<file path="src/verilog/pps_pkg.sv">
package pps_pkg;

    localparam int         PORTS          = 4;
    localparam int         CODE_W         = 4;

    // Register map
    localparam logic [7:0] ADDR_PORT_POWER_STATE  = 8'h10;
    localparam logic [7:0] RST_PORT_POWER_STATE   = 8'h00;
    localparam int         FLD_SWITCH_ON_LSB      = 0;
    localparam int         FLD_SETTLED_LSB        = 4;
    localparam logic [7:0] READ_UNMAPPED          = 8'h00;

    // Detection result codes
    localparam logic [3:0] DET_UNKNOWN    = 4'h0;
    localparam logic [3:0] DET_CAPACITIVE = 4'h2;
    localparam logic [3:0] DET_VALID_SIG  = 4'h4;
    localparam logic [3:0] DET_PSE_TO_PSE = 4'h7;
    localparam logic [3:0] DET_SW_FAULT   = 4'hf;

    // Classification result codes
    localparam logic [3:0] CLS_UNKNOWN    = 4'h0;
    localparam logic [3:0] CLS_CLASS4     = 4'h4;
    localparam logic [3:0] CLS_T1_LIMITED = 4'hc;
    localparam logic [3:0] CLS_MISMATCH   = 4'hf;

    // Timing
    localparam int CLK_PERIOD_NS  = 10;
    localparam int INRUSH_US      = 60;
    localparam int INRUSH_CYCLES  = (INRUSH_US * 1000) / CLK_PERIOD_NS;

    typedef enum logic [2:0] {
        ST_IDLE    = 3'b000,
        ST_WAIT    = 3'b001,
        ST_DETECT  = 3'b010,
        ST_CLASS   = 3'b011,
        ST_INRUSH  = 3'b100,
        ST_SETTLED = 3'b101,
        ST_CRESET  = 3'b110
    } pps_state_t;

    // Per-port events and levels from the analog front end
    typedef struct packed {
        logic       det_done;
        logic [3:0] det_code;
        logic       cls_done;
        logic [3:0] cls_code;
        logic       drain_low;
        logic       current_limit_event;
        logic       overpower_cut_event;
        logic       disc;
        logic       pb_req;
        logic       off_req;
    } pps_port_in_t;

endpackage : pps_pkg

</file>
<file path="src/verilog/pps_port_power_status.sv">
`timescale 1ns/1ps
`default_nettype none

module pps_port_power_status
    import pps_pkg::*;
#(
    parameter int N          = PORTS,
    parameter int INRUSH_CYC = INRUSH_CYCLES
) (
    // Clock and reset
    input  wire logic             ref_clk,
    input  wire logic             sys_rst,
    // Register read port behind the serial interface
    input  wire logic             reg_rd,
    input  wire logic [7:0]       reg_addr,
    output logic      [7:0]       reg_rdata,
    output logic                  reg_rvalid,
    // Mode and per-port enables
    input  wire logic             managed_mode,
    input  wire logic [N-1:0]     probe_en,
    // Front end events and levels
    input  wire pps_port_in_t     port_in [N],
    // Front end control
    output logic      [N-1:0]     det_start,
    output logic      [N-1:0]     cls_start,
    output logic      [N-1:0]     cls_reset,
    output logic      [N-1:0]     gate_on,
    output logic      [N-1:0]     inrush_limit,
    output logic      [N-1:0]     monitor_en,
    // Per-port status
    output logic      [N*4-1:0]   det_result,
    output logic      [N*4-1:0]   class_result_field,
    output logic      [N-1:0]     class_complete_flag,
    output logic      [N-1:0]     switch_change,
    output logic      [N-1:0]     settled_change
);

    pps_state_t   st [N];
    logic [N-1:0] port_switch_on;
    logic [N-1:0] port_power_settled;
    logic [N-1:0] on_d;
    logic [N-1:0] good_d;
    logic [N-1:0] pwr_pend;
    logic [N-1:0] svc_req;
    logic [N-1:0] grant;
    logic [N-1:0] tmr_start;
    logic [N-1:0] tmr_done;

    // A port queues here until the arbiter hands it the shared front end
    pps_service_arb #(
        .N        (N)
    ) u_arb (
        .ref_clk  (ref_clk),
        .sys_rst  (sys_rst),
        .req      (svc_req),
        .grant    (grant)
    );

    genvar i;
    generate
        for (i = 0; i < N; i++) begin : g_port
            logic fault_cut;

            assign svc_req[i] = (st[i] == ST_WAIT) || (st[i] == ST_DETECT)
                             || (st[i] == ST_CLASS) || (st[i] == ST_CRESET);
            assign tmr_start[i] = (st[i] == ST_CLASS) && port_in[i].cls_done
                               && pwr_pend[i] && (port_in[i].cls_code != CLS_MISMATCH);
            assign fault_cut = port_in[i].current_limit_event || port_in[i].overpower_cut_event || port_in[i].disc;

            pps_inrush_timer #(
                .CYCLES   (INRUSH_CYC)
            ) u_tmr (
                .ref_clk  (ref_clk),
                .sys_rst  (sys_rst),
                .start    (tmr_start[i]),
                .run      (st[i] == ST_INRUSH),
                .done     (tmr_done[i])
            );

            // Pushbutton request stays pending until the port is powered or off
            always_ff @(posedge ref_clk or posedge sys_rst) begin
                if (sys_rst) begin
                    pwr_pend[i] <= 1'b0;
                end else if (port_in[i].off_req || tmr_start[i]) begin
                    pwr_pend[i] <= 1'b0;
                end else if (port_in[i].pb_req) begin
                    pwr_pend[i] <= 1'b1;
                end
            end

            // Port sequencer
            always_ff @(posedge ref_clk or posedge sys_rst) begin
                if (sys_rst) begin
                    st[i] <= ST_IDLE;
                end else if (port_in[i].off_req) begin
                    st[i] <= ST_IDLE;
                end else begin
                    case (st[i])
                        ST_IDLE: begin
                            if (pwr_pend[i] || port_in[i].pb_req
                                || (managed_mode && probe_en[i])) begin
                                st[i] <= ST_WAIT;
                            end
                        end
                        ST_WAIT: begin
                            if (grant[i]) begin
                                st[i] <= ST_DETECT;
                            end
                        end
                        ST_DETECT: begin
                            // Detection includes the connection check
                            if (port_in[i].det_done) begin
                                if (port_in[i].det_code == DET_VALID_SIG) begin
                                    st[i] <= ST_CLASS;
                                end else begin
                                    st[i] <= ST_IDLE;
                                end
                            end
                        end
                        ST_CLASS: begin
                            if (port_in[i].cls_done) begin
                                if (port_in[i].cls_code == CLS_MISMATCH) begin
                                    st[i] <= ST_CRESET;
                                end else if (pwr_pend[i]) begin
                                    st[i] <= ST_INRUSH;
                                end else begin
                                    st[i] <= ST_IDLE;
                                end
                            end
                        end
                        ST_CRESET: begin
                            st[i] <= ST_CLASS;
                        end
                        ST_INRUSH: begin
                            if (tmr_done[i]) begin
                                if (port_in[i].drain_low) begin
                                    st[i] <= ST_SETTLED;
                                end else begin
                                    st[i] <= ST_IDLE;
                                end
                            end
                        end
                        ST_SETTLED: begin
                            if (fault_cut) begin
                                st[i] <= ST_IDLE;
                            end
                        end
                        default: begin
                            st[i] <= ST_IDLE;
                        end
                    endcase
                end
            end

            // Status bits follow the sequencer; both fall in the same edge
            always_ff @(posedge ref_clk or posedge sys_rst) begin
                if (sys_rst) begin
                    port_switch_on[i]     <= 1'b0;
                    port_power_settled[i] <= 1'b0;
                end else if (port_in[i].off_req
                             || (st[i] == ST_SETTLED && fault_cut)
                             || (st[i] == ST_INRUSH && tmr_done[i]
                                 && !port_in[i].drain_low)) begin
                    port_switch_on[i]     <= 1'b0;
                    port_power_settled[i] <= 1'b0;
                end else if (tmr_start[i]) begin
                    port_switch_on[i]     <= 1'b1;
                end else if (st[i] == ST_INRUSH && tmr_done[i]) begin
                    port_power_settled[i] <= 1'b1;
                end
            end

            // Front end drive
            always_ff @(posedge ref_clk or posedge sys_rst) begin
                if (sys_rst) begin
                    det_start[i]    <= 1'b0;
                    cls_start[i]    <= 1'b0;
                    cls_reset[i]    <= 1'b0;
                    gate_on[i]      <= 1'b0;
                    inrush_limit[i] <= 1'b0;
                    monitor_en[i]   <= 1'b0;
                end else begin
                    det_start[i]    <= (st[i] == ST_DETECT);
                    cls_start[i]    <= (st[i] == ST_CLASS);
                    cls_reset[i]    <= (st[i] == ST_CLASS) && port_in[i].cls_done
                                    && (port_in[i].cls_code == CLS_MISMATCH);
                    gate_on[i]      <= port_switch_on[i];
                    inrush_limit[i] <= port_switch_on[i] && !port_power_settled[i];
                    monitor_en[i]   <= port_power_settled[i];
                end
            end

            // Detection and class results
            always_ff @(posedge ref_clk or posedge sys_rst) begin
                if (sys_rst) begin
                    det_result[i*4 +: 4]         <= DET_UNKNOWN;
                    class_result_field[i*4 +: 4] <= CLS_UNKNOWN;
                    class_complete_flag[i]       <= 1'b0;
                end else begin
                    class_complete_flag[i] <= (st[i] == ST_CLASS)
                                           && port_in[i].cls_done;
                    if (st[i] == ST_DETECT && port_in[i].det_done) begin
                        // Capacitive and PSE-to-PSE codes pass through unchanged
                        det_result[i*4 +: 4] <= port_in[i].det_code;
                        if (port_in[i].det_code == DET_VALID_SIG) begin
                            class_result_field[i*4 +: 4] <= CLS_UNKNOWN;
                        end
                    end
                    if (st[i] == ST_CLASS && port_in[i].cls_done) begin
                        if (port_in[i].cls_code == CLS_T1_LIMITED && !pwr_pend[i]) begin
                            class_result_field[i*4 +: 4] <= CLS_CLASS4;
                        end else begin
                            class_result_field[i*4 +: 4] <= port_in[i].cls_code;
                        end
                    end
                end
            end

            // Change flags, one cycle after the bit moves
            always_ff @(posedge ref_clk or posedge sys_rst) begin
                if (sys_rst) begin
                    on_d[i]           <= 1'b0;
                    good_d[i]         <= 1'b0;
                    switch_change[i]  <= 1'b0;
                    settled_change[i] <= 1'b0;
                end else begin
                    on_d[i]           <= port_switch_on[i];
                    good_d[i]         <= port_power_settled[i];
                    switch_change[i]  <= port_switch_on[i] ^ on_d[i];
                    settled_change[i] <= port_power_settled[i] ^ good_d[i];
                end
            end

            a_off_clears_both: assert property (@(posedge ref_clk) disable iff (sys_rst)
                $fell(port_switch_on[i]) |-> !port_power_settled[i])
                else $error("settled bit outlived switch on");

            a_settled_needs_on: assert property (@(posedge ref_clk) disable iff (sys_rst)
                port_power_settled[i] |-> port_switch_on[i])
                else $error("settled without switch on");

            a_settle_drain_low: assert property (@(posedge ref_clk) disable iff (sys_rst)
                $rose(port_power_settled[i]) |-> $past(port_in[i].drain_low)
                                              && $past(tmr_done[i]))
                else $error("settled without inrush end and low drain");

            a_no_limited_probe: assert property (@(posedge ref_clk) disable iff (sys_rst)
                (st[i] == ST_CLASS && port_in[i].cls_done && !pwr_pend[i])
                |=> class_result_field[i*4 +: 4] != CLS_T1_LIMITED)
                else $error("limited class code during probe");

            a_mismatch_retry: assert property (@(posedge ref_clk) disable iff (sys_rst)
                (st[i] == ST_CLASS && port_in[i].cls_done
                 && port_in[i].cls_code == CLS_MISMATCH && !port_in[i].off_req)
                |=> cls_reset[i] && st[i] == ST_CRESET ##1 st[i] == ST_CLASS)
                else $error("mismatch did not reset and retry class");

            a_class_after_sig: assert property (@(posedge ref_clk) disable iff (sys_rst)
                $rose(st[i] == ST_CLASS) && $past(st[i]) == ST_DETECT
                |-> $past(port_in[i].det_code) == DET_VALID_SIG)
                else $error("class started without valid signature");

            a_sig_clears_class: assert property (@(posedge ref_clk) disable iff (sys_rst)
                (st[i] == ST_DETECT && port_in[i].det_done
                 && port_in[i].det_code == DET_VALID_SIG)
                |=> class_result_field[i*4 +: 4] == CLS_UNKNOWN)
                else $error("valid signature did not clear class result");

            a_det_code_kept: assert property (@(posedge ref_clk) disable iff (sys_rst)
                (st[i] == ST_DETECT && port_in[i].det_done)
                |=> det_result[i*4 +: 4] == $past(port_in[i].det_code))
                else $error("detection code not reported");

            a_switch_after_class: assert property (@(posedge ref_clk) disable iff (sys_rst)
                $rose(port_switch_on[i]) |-> $past(st[i]) == ST_CLASS
                                          && st[i] == ST_INRUSH)
                else $error("switch on without class power on");

            a_gate_follows: assert property (@(posedge ref_clk) disable iff (sys_rst)
                $rose(port_switch_on[i]) |=> gate_on[i])
                else $error("gate drive did not follow switch on");

            // The pulse shows the cycle after the bit moved, then drops unless it moved again
            a_change_marked: assert property (@(posedge ref_clk) disable iff (sys_rst)
                $changed(port_switch_on[i]) |=> switch_change[i]
                ##1 (!switch_change[i] || $changed(on_d[i])))
                else $error("switch change not flagged");

            a_settled_flagged: assert property (@(posedge ref_clk) disable iff (sys_rst)
                $changed(port_power_settled[i]) |=> settled_change[i]
                ##1 (!settled_change[i] || $changed(good_d[i])))
                else $error("settled change not flagged");

            a_inrush_limit: assert property (@(posedge ref_clk) disable iff (sys_rst)
                $rose(port_switch_on[i]) |=> inrush_limit[i])
                else $error("inrush current limit not allowed");

            a_monitor_settled: assert property (@(posedge ref_clk) disable iff (sys_rst)
                port_power_settled[i] |=> monitor_en[i])
                else $error("settled port not monitored");
        end
    endgenerate

    // Register read; a read only samples, never clears
    always_ff @(posedge ref_clk or posedge sys_rst) begin
        if (sys_rst) begin
            reg_rdata  <= RST_PORT_POWER_STATE;
            reg_rvalid <= 1'b0;
        end else begin
            reg_rvalid <= reg_rd;
            if (reg_rd) begin
                if (reg_addr == ADDR_PORT_POWER_STATE) begin
                    reg_rdata <= '0;
                    reg_rdata[FLD_SWITCH_ON_LSB +: N] <= port_switch_on;
                    reg_rdata[FLD_SETTLED_LSB +: N]   <= port_power_settled;
                end else begin
                    reg_rdata <= READ_UNMAPPED;
                end
            end
        end
    end

    a_read_status: assert property (@(posedge ref_clk) disable iff (sys_rst)
        reg_rd && reg_addr == ADDR_PORT_POWER_STATE
        |=> reg_rvalid && reg_rdata == {$past(port_power_settled), $past(port_switch_on)})
        else $error("status read mismatch");

endmodule : pps_port_power_status

`default_nettype wire

</file>
<file path="src/verilog/pps_inrush_timer.sv">
`timescale 1ns/1ps
`default_nettype none

module pps_inrush_timer
    import pps_pkg::*;
#(
    parameter int CYCLES = INRUSH_CYCLES
) (
    // Clock and reset
    input  wire logic ref_clk,
    input  wire logic sys_rst,
    // Control
    input  wire logic start,
    input  wire logic run,
    // Status
    output logic      done
);

    localparam int CW = $clog2(CYCLES + 1);

    logic [CW-1:0] count;

    always_ff @(posedge ref_clk or posedge sys_rst) begin
        if (sys_rst) begin
            count <= '0;
            done  <= 1'b0;
        end else begin
            done <= 1'b0;
            if (start) begin
                count <= CW'(CYCLES - 1);
            end else if (run && count != '0) begin
                count <= count - 1'b1;
                if (count == CW'(1)) begin
                    done <= 1'b1;
                end
            end
        end
    end

endmodule : pps_inrush_timer

`default_nettype wire

</file>
<file path="src/verilog/pps_service_arb.sv">
`timescale 1ns/1ps
`default_nettype none

module pps_service_arb
    import pps_pkg::*;
#(
    parameter int N = PORTS
) (
    // Clock and reset
    input  wire logic         ref_clk,
    input  wire logic         sys_rst,
    // Requests and grant
    input  wire logic [N-1:0] req,
    output logic      [N-1:0] grant
);

    logic [$clog2(N)-1:0] last;
    logic [N-1:0]         next_grant;

    // Round robin among requesting ports; a grant holds until its port drops the request, so a port retrying class keeps it
    function automatic logic [N-1:0] pick(input logic [N-1:0] r,
                                          input logic [$clog2(N)-1:0] from);
        logic [N-1:0] g;
        int           k;
        g = '0;
        for (int j = N; j >= 1; j--) begin
            k = (int'(from) + j) % N;
            if (r[k]) begin
                g = '0;
                g[k] = 1'b1;
            end
        end
        return g;
    endfunction : pick

    always_comb begin
        next_grant = pick(req, last);
    end

    always_ff @(posedge ref_clk or posedge sys_rst) begin
        if (sys_rst) begin
            grant <= '0;
            last  <= '0;
        end else if ((grant & req) == '0) begin
            grant <= next_grant;
            for (int j = 0; j < N; j++) begin
                if (next_grant[j]) begin
                    last <= ($clog2(N))'(j);
                end
            end
        end
    end

endmodule : pps_service_arb

`default_nettype wire

</file>
<file path="config.mk">
export PLATFORM = sky130hd
export DESIGN_NAME = pps_port_power_status
export DESIGN_NICKNAME = d
export VERILOG_FILES = /design/src/verilog/pps_pkg.sv /design/src/verilog/pps_port_power_status.sv /design/src/verilog/pps_inrush_timer.sv /design/src/verilog/pps_service_arb.sv
export SDC_FILE = /design/constraint.sdc
export NUM_CORES = 1
export LEC_CHECK = 0
export BUFFER_PORTS_ARGS = -buffer_cell sky130_fd_sc_hd__buf_2
export CORE_MARGIN = 2
export CORE_UTILIZATION = 35
export CTS_CLUSTER_SIZE = 8
export DETAILED_ROUTE_END_ITERATION = 10
export PLACE_DENSITY = 0.63
export SLEW_MARGIN = 10
export SYNTH_ARGS = -nofsm -noshare
export SYNTH_HDL_FRONTEND = slang
export SYNTH_SLANG_ARGS = --single-unit
</file>
<file path="constraint.sdc">
create_clock -name ref_clk -period 7.3 [get_ports ref_clk]
set_input_delay 1.46 -clock ref_clk [delete_from_list [all_inputs] [get_ports ref_clk]]
set_output_delay 1.46 -clock ref_clk [all_outputs]
set_load 0.02 [all_outputs]
</file>
# Word-level counts from Yosys, hierarchy flattened
# Index checks and enable logic that the tools add are counted.
[classes]
add_sub_neg = 8
order_cmp = 8
n_eq_ne = 73
muxes = 141
bitwise_logic = 13
n_reduce_logical = 155
[ops]
columns = ["cell", "count"]
rows = [
  ["two-way mux 3 bit", 40],
  ["two-way mux 13 bit", 8],
  ["one-hot mux 3 bit (7 select lines)", 4],
  ["two-way mux 4 bit", 20],
  ["inequality test 3 bit, second input constant", 20],
  ["equality test 13 x 1 -> 1 bit, second input constant", 4],
  ["logical AND 1 bit", 52],
  ["two-way mux 1 bit", 52],
  ["nonzero test 13 bit", 4],
  ["subtractor 13 x 1 -> 13 bit, second input constant", 4],
  ["nonzero test 2 bit", 24],
  ["logical OR 1 bit", 40],
  ["equality test 3 bit, second input constant", 12],
  ["equality test 4 bit, second input constant", 8],
  ["equality test 3 x 2 -> 1 bit, second input constant", 8],
  ["AND reduction 6 bit", 4],
  ["AND reduction 2 bit", 9],
  ["equality test 4 x 3 -> 1 bit, second input constant", 4],
  ["less-than comparator 3 x 4 -> 1 bit, second input constant", 4],
  ["two-way mux 2 bit", 8],
  ["inequality test 4 bit, second input constant", 4],
  ["equality test 3 x 1 -> 1 bit, second input constant", 4],
  ["greater-or-equal comparator 3 x 1 -> 1 bit, second input constant", 4],
  ["zero test 1 bit", 12],
  ["other kinds (15)", 45],
]
[totals]
regBits = 163
out_inout_bits = 77
word_cells = 470

# Depth between registers and ports, before layout
# Gate-level depths: netlist (run 1).
[logic_depth]
depth_word = 15
depth_mapped = 8
mapped_depth_nobuf = 8

# By module
# Synthesis (run 1) repeated with hierarchy kept, for this count alone.
[hier_totals]
hier_cells = 781
hier_area_um2 = 8453.1
[by_module_without_submodules]
columns = ["mod", "instances", "cells_each", "area_per_inst_um2", "seq_area_each_um2"]
rows = [
  ["pps_port_power_status", 1, 380, 4603.2, 2527.4],
  ["pps_inrush_timer at g_port[0].u_tmr ...", 3, 83, 784.5, 350.3],
  ["pps_inrush_timer at g_port[1].u_tmr", 1, 82, 818.3, 350.3],
  ["pps_service_arb", 1, 70, 678.2, 150.1],
]

# Least setup slack after synthesis (run 1)
# No wires, ideal clock.
[synth_timing]
path_kind = "input port to flip-flop"
from = "in reg_addr[3]"
to = "reg reg_rdata[0]"
setup_time_ns = 0.083
arrival_ns = 2.975
required_time_ns = 7.217
slack_ns = 4.242
cell_stages = 4
path_buffers = 0
path_cell_list = "or4b_2 > nor4_1 > nand2_1 > o21ai_0"
[synth_between]
elab_chain_len = 2
[synth_rtl]
columns = ["item", "line", "rtl"]
rows = [
  ["start, declared", "pps_port_power_status.sv:15", "input wire logic [7:0] reg_addr,"],
  ["equality test 8 x 5 -> 1 bit", "pps_port_power_status.sv:312", "if (reg_addr == ADDR_PORT_POWER_STATE) begin"],
  ["two-way mux 8 bit", "pps_port_power_status.sv:312", ""],
  ["end signal, assigned by index", "pps_port_power_status.sv:314", "reg_rdata[FLD_SWITCH_ON_LSB +: N] <= port_switch_on;"],
  ["end signal, assigned by index", "pps_port_power_status.sv:315", "reg_rdata[FLD_SETTLED_LSB +: N] <= port_power_settled;"],
  ["end, declared", "pps_port_power_status.sv:16", "output logic [7:0] reg_rdata,"],
]
# No other way between the ends.
# A chain may end at the register's enable or synchronous reset.

# Worst setup path after layout (run 1)
[layout_timing]
from = "in reg_addr[3]"
to = "reg reg_rdata[3]"
# Same word-level chain as after synthesis.

==> results.sh, run 1 <==
export IMPL_synth_enable_flop_cells=0
export IMPL_tns_ps=0
export IMPL_die_height_um=154
export IMPL_period_minus_slack_ps=2820
export IMPL_clockBufferDepth=2
export IMPL_cts_hold_buf=0
export IMPL_layout_nets=1014
export IMPL_endpoint_kind="register"
export IMPL_final_core_util=0.433
export IMPL_yosysSeqAreaShare=0.521
export IMPL_grt_overflow_total=0
export IMPL_core_area_sq_mm=0.0219
export IMPL_grt_max_degree=110
export IMPL_routed_via_density=5.11
export IMPL_synthCells=759
export IMPL_port_buffers=156
export IMPL_num_vias=6173
export IMPL_synthTopCellsByArea="dfrtp_1 (52%), nor2_1 (3.7%), ha_1 (3.2%), nand2_1 (3.2%), a21oi_1 (3.1%)"
export IMPL_worstReg2RegStart="u_arb.last[0]"
export IMPL_slew_headroom=0.344
export IMPL_synth_async_sr_flop_share=1.00
export IMPL_crit_end="reg_rdata[3]"
export IMPL_hold_viol=0
export IMPL_max_stage_delay_ps=750
export IMPL_p_total_uw=3570
export IMPL_avgSynthCellArea_sq_um=10.3
export IMPL_path_clk_slew_ps=70
export IMPL_htreeDepth=4
export IMPL_required_ps=7650
export IMPL_critical_path_startpoint="reg_addr[3]"
export IMPL_timing_final_ws_setup_ps=4480
export IMPL_post_cts_resized=0
export IMPL_status="completed"
export IMPL_worst_pin_slew_ps=984
export IMPL_cts_tree="built"
export IMPL_avgRoutedWirePerCell_um=14.9
export IMPL_n_antenna_cell=0
export IMPL_first_iter_violations=527
export IMPL_post_route_drc_count=0
export IMPL_start_kind="input port"
export IMPL_die_x_um=154
export IMPL_worstRegToRegCells=7
export IMPL_synth_ff_type="dfrtp_1"
export IMPL_rows=54
export IMPL_cp_depth=5
export IMPL_rsz0062_at_grt="false"
export IMPL_finalWeightedCongestion=0.799
export IMPL_drt_first_pass_iters=5
export IMPL_grt_pass1_vias=5934
export IMPL_die_area_sq_mm=0.0236
export IMPL_cp_arrival_ps=3170
export IMPL_pin_count=157
export IMPL_cap_violations=0
export IMPL_synth_top_area_frac=0.521
export IMPL_crit_path_cell_trace="buf_2 > or4b_2 > nor4_2 > nand2_1 > o21ai_0"
export IMPL_fill_cells=2117
export IMPL_irDropWorstVdd_mv=0.158
export IMPL_dp_hpwl_mm=12.9
export IMPL_fmax_mhz=354
export IMPL_crit_fanout=8
export IMPL_regToRegSetupSlack_ps=4540
export IMPL_drive_gt1_frac=0.247
export IMPL_cts_made_buffers=17
export IMPL_p_per_area_mw_per_mm2=376
export IMPL_cts_sinks=163
export IMPL_grt_pass1_wl_mm=29.8
export IMPL_critical_path_top_delay_family="simple AND/OR/NAND/NOR gates"
export IMPL_cts_root_buf="clkbuf_16"
export IMPL_hp_class="reg2reg"
export IMPL_finalCritPeriodShare=0.387
export IMPL_routed_wl_mm=18.0
export IMPL_critPathKind="in2reg"
export IMPL_critPathBufInv=1
export IMPL_synthesis_nets=859
export IMPL_p_leak_uw=0.00439
export IMPL_fin_skew_ps=10.6
export IMPL_cpMaxStageDelayCell="nor4_2"
export IMPL_timing_rr_end="u_arb.last[1]"
export IMPL_ys_ff_latch=163
export IMPL_dp_slack_ps=3970
export IMPL_start_util=0.358
export IMPL_area_growth_pct=21.2
export IMPL_antenna_left=0
export IMPL_synth_area_leader_cell="dfrtp_1"
export IMPL_antenna_found_initial=0
export IMPL_finalSetupViolCount=0
export IMPL_yosys_warnings=0
export IMPL_synth_cell_type_count=67
export IMPL_globalRouteTotalUtil=0.154
export IMPL_design_area_sq_mm=0.00949
export IMPL_clock_latency_ps=430
export IMPL_slew_viol_final=0
export IMPL_cts_setup_buffers=0
export IMPL_syn_area_sq_mm=0.00783
export IMPL_dpl_cell_area_sq_mm=0.00889
-- cell usage after synthesis, drive strengths merged, types with 3 or more instances --
| library cell | instances |
|---|---|
| clkbuf | 18 |
| nand4 | 5 |
| nand2b | 9 |
| nor2b | 12 |
| and3 | 18 |
| a211o | 3 |
| inv | 39 |
| nor2 | 78 |
| a32o | 4 |
| a211oi | 14 |
| or3 | 11 |
| mux4 | 7 |
| a22oi | 3 |
| mux2i | 8 |
| buf | 4 |
| a311oi | 3 |
| dfrtp | 163 |
| nor3b | 3 |
| o22ai | 7 |
| a31oi | 7 |
| nand3b | 3 |
| o21ai | 30 |
| xor2 | 19 |
| nand2 | 66 |
| nor4 | 13 |
| a21o | 3 |
| mux2 | 18 |
| xnor2 | 13 |
| nand3 | 22 |
| a21oi | 48 |
| a22o | 13 |
| nor3 | 41 |
| and2 | 4 |
| nor4b | 3 |
| ha | 20 |
| or4b | 7 |
-- worst reg2reg max path, delay by kind of cell, from the launching register on --
family          cells  cell delay [ps]
compound gates      4              820
fa+ha+maj           1              490
buf+inv             1              410
flops               1              580
mux                 1              390
-- logic make-up (layout without fill, tap and decap cells) --
family,Yosys count,in the layout,synth area share
adder cells (fa/ha/maj),20,20,0.0320
AO/OA/AOI/OAI,149,149,0.127
buffers and inverters,62,230,0.0305
AND/OR/NAND/NOR,300,300,0.194
multiplexers,33,33,0.0592
XOR/XNOR,32,32,0.0358
flip-flops,163,163,0.521
-- metrics by stage --
stage,hold WS [ps],std cells
after floorplan,423,759
after global placement,449,1175
after detailed placement,450,1175
after CTS,462,1207
after global routing,484,1207
final,462,1207
-- final cells by class --
class	count	area (sq um)	share of cell area
clock buffers	17	425	0.0448
multi-input cells	534	3510	0.370
well taps	280	350	0.0369
repair buffers	158	796	0.0839
inverters	40	155	0.0164
clock inverters	15	168	0.0177
flip-flops and latches	163	4080	0.430
-- cell usage in the layout, fill, tap and decap left out, types with 12 or more instances in the layout --
master	n
a211oi_1	13
a21oi_1	48
a22o_1	13
and3_1	18
buf_2	156
clkbuf_16	17
dfrtp_1	163
ha_1	20
inv_1	38
mux2_2	17
nand2_1	66
nand3_1	22
nor2_1	78
nor2b_1	12
nor3_1	41
o21ai_0	27
xnor2_1	13
xor2_1	19
-- metal layers --
metal | global-route usage | vias up | wire, um
met5 | 0 | - | 0
met4 | 0.0384 | 0 | 194
met3 | 0.0397 | 20 | 898
met2 | 0.240 | 144 | 8210
met1 | 0.217 | 2986 | 8650
li1 | - | 3023 | -
-- worst min-delay path by stage --
stage / start / end / slack, ps / cells past startpoint
2_1_floorplan: port_switch_on[0] / on_d[0] / 420 / 0
3_3_place_gp: good_d[1] / settled_change[1] / 450 / 1
3_5_place_dp: good_d[3] / settled_change[3] / 450 / 1
4_1_cts: good_d[1] / settled_change[1] / 460 / 1
5_1_grt: good_d[1] / settled_change[1] / 480 / 1
6_report: good_d[3] / settled_change[3] / 460 / 1
-- power breakdown --
group	total [uW]	switching (uW)	internal, uW
clock network	904	391	513
logic	1310	732	573
registers	1360	238	1120
-- registers in the layout (all words and copies together), names as in the netlist, 8 cells and up --
signal,cells
det_result,16
reg_rdata,8
st,12
g_port.u_tmr.count,52
class_result_field,16
Note: power is estimated with default switching activity, not from simulation.
==> run 2, diff against run 1 <==
clock period = 2.6 ns   (was 7.3 ns; I/O delays follow)
==> run 2 against run 1 <==
Setup slack got worse by 4300 ps. Combinational power increased to 3.0 times the previous value. Sequential share of layout area decreased by 1.3 points. Sequential power increased to 2.7 times the previous value. Final cell count increased by 1.7%. Clock skew decreased by 0.88 ps. Routed wire length increased by 1.8%. Final area increased by 3.0%. Critical path type is now reg2reg. Critical endpoint is now u_arb.last[1].
==> results.sh, run 2 (synthesis gave the netlist of run 1 again) <==
export IMPL_status="completed"
export IMPL_n_antenna_cell=0
export IMPL_dp_hpwl_mm=13.5
export IMPL_cts_tree="built"
export IMPL_grt_max_degree=36
export IMPL_cts_root_buf="clkbuf_16"
export IMPL_hold_viol=0
export IMPL_p_sw_frac=0.363
export IMPL_power_internal_uw=6580
export IMPL_clock_latency_ps=430
export IMPL_cts_hold_buf=0
export IMPL_die_x_um=154
export IMPL_regMostFlops="g_port.u_tmr.count"
export IMPL_antenna_found_initial=0
export IMPL_mostFrequentLayoutCell="dfrtp_1"
export IMPL_post_route_drc_count=0
export IMPL_port_buffers=156
export IMPL_antenna_left=0
export IMPL_finalSetupViolCount=0
export IMPL_final_cell_mix="dfrtp_1 (163), buf_2 (156), nor2_1 (77), nand2_1 (66), a21oi_1 (48)"
export IMPL_fmax_mhz=416
export IMPL_cts_sinks=163
export IMPL_largest_reg_flops=52
export IMPL_die_area_sq_mm=0.0236
export IMPL_p_clk_frac=0.263
export IMPL_htreeDepth=4
export IMPL_p_per_area_mw_per_mm2=1060
export IMPL_worstReg2RegStart="st[8]"
export IMPL_finalWeightedCongestion=0.868
export IMPL_reg_largest_list="g_port.u_tmr.count: 52 flops, class_result_field: 16 flops, det_result: 16 flops"
export IMPL_grt_pass1_vias=6153
export IMPL_required_ps=2940
export IMPL_multiInputGateArea_sq_mm=0.00352
export IMPL_finalCritPeriodShare=0.926
export IMPL_grt_overflow_total=0
export IMPL_globalRouteTotalUtil=0.160
export IMPL_start_kind="register"
export IMPL_routed_via_density=5.09
export IMPL_core_area_sq_mm=0.0219
export IMPL_first_iter_violations=365
export IMPL_cp_arrival_ps=2740
export IMPL_rsz0062_at_grt="false"
export IMPL_rows=54
export IMPL_num_vias=6247
export IMPL_sequentialPowerShare=0.357
export IMPL_worstRegToRegCells=7
export IMPL_critPathKind="reg2reg"
export IMPL_slew_viol_final=0
export IMPL_period_minus_slack_ps=2410
export IMPL_regArea_sq_mm=0.00408
export IMPL_slew_headroom=0.539
export IMPL_cts_made_buffers=17
export IMPL_fin_skew_ps=9.68
export IMPL_clockBufferDepth=2
export IMPL_pin_count=157
export IMPL_holdWs_ps=201
export IMPL_tns_ps=0
export IMPL_avgRoutedWirePerCell_um=14.9
export IMPL_crit_fanout=9
export IMPL_path_clk_slew_ps=60
export IMPL_area_growth_pct=24.9
export IMPL_drt_first_pass_iters=5
export IMPL_hp_class="in2async"
export IMPL_pwr_share_comb=0.380
export IMPL_grt_pass1_wl_mm=31.0
export IMPL_power_switching_uw=3760
export IMPL_layout_nets=1035
export IMPL_endpoint_kind="register"
export IMPL_fill_cells=2114
export IMPL_regToRegSetupSlack_ps=190
export IMPL_die_height_um=154
export IMPL_worst_pin_slew_ps=687
export IMPL_irDropWorstVdd_mv=0.514
export IMPL_p_leak_uw=0.00455
export IMPL_start_util=0.358
export IMPL_drive_gt1_frac=0.264
export IMPL_timing_rr_end="u_arb.last[1]"
export IMPL_routed_wl_mm=18.3
export IMPL_cap_violations=0
[run 2: cell count changes in the layout (fill, tap and decap cells not counted), moves of 2 or more]
cell | before | now
buf_12 | 0 | 6
clkinv_4 | 1 | 3
bufinv_16 | 2 | 4
inv_8 | 2 | 0
buf_4 | 2 | 17
inv_6 | 6 | 1
clkbuf_8 | 0 | 3
[run 2: worst max path at each step]
stage                        endpoint  slack, ps  depth (start not counted)  startpoint
2_1_floorplan  class_complete_flag[0]          9                          1     sys_rst
3_3_place_gp            u_arb.last[1]        260                          7       st[4]
3_5_place_dp            u_arb.last[1]        120                          7       st[4]
4_1_cts                 u_arb.last[1]        130                          7       st[4]
5_1_grt                 u_arb.last[1]         40                          7       st[8]
6_report                u_arb.last[1]        190                          7       st[8]
[run 2: critical path, stage by stage (launching register included)]
cell	delay, ps
dfrtp_1	480
inv_1	130
mux2_4	310
mux4_1	580
a211oi_1	330
a211oi_2	140
a31o_1	200
o22ai_1	160
[run 2: final cells by class]
class	count	share of cell area
Clock inverter	11	0.0179
Sequential cell	163	0.417
Tap cell	280	0.0358
Inverter	40	0.0157
Clock buffer	21	0.0481
Multi-Input combinational cell	534	0.360
Timing Repair Buffer	179	0.105
[run 2: power by group through the flow]
stage	Combinational, uW	Clock, uW	Sequential, uW
after floorplan	2610	0	3920
after global placement	3840	0	3710
after detailed placement	3930	0	3720
after CTS	3940	2790	3680
after global routing	4360	2910	3800
final	3930	2720	3690
[run 2: timing repair]
item,4_1_cts,5_1_grt
hold endpoints to repair,0,0
buffers inserted,0,0
setup endpoints to repair,0,2
resized for setup,0,2
[run 2: stage by stage]
| step | cell area, sq um | setup WS, ps | util | total power, uW | cells |
|---|---|---|---|---|---|
| floorplan | 7830 | 9.20 | - | 6520 | 759 |
| global placement | 9130 | 259 | 0.417 | 7550 | 1196 |
| global route | 9770 | 41.2 | 0.447 | 11100 | 1228 |
| finish | 9770 | 193 | 0.447 | 10300 | 1228 |
| detailed placement | 9130 | 125 | 0.417 | 7660 | 1196 |
| CTS | 9770 | 128 | 0.446 | 10400 | 1228 |
[run 2: routing by layer]
| layer | vias to the layer above | wire [um] | track usage |
|---|---|---|---|
| met1 | 3012 | 8530 | 0.223 |
| met4 | 0 | 354 | 0.0555 |
| met5 | - | 0 | 0 |
| met2 | 136 | 8650 | 0.253 |
| li1 | 3076 | - | - |
| met3 | 23 | 737 | 0.0293 |
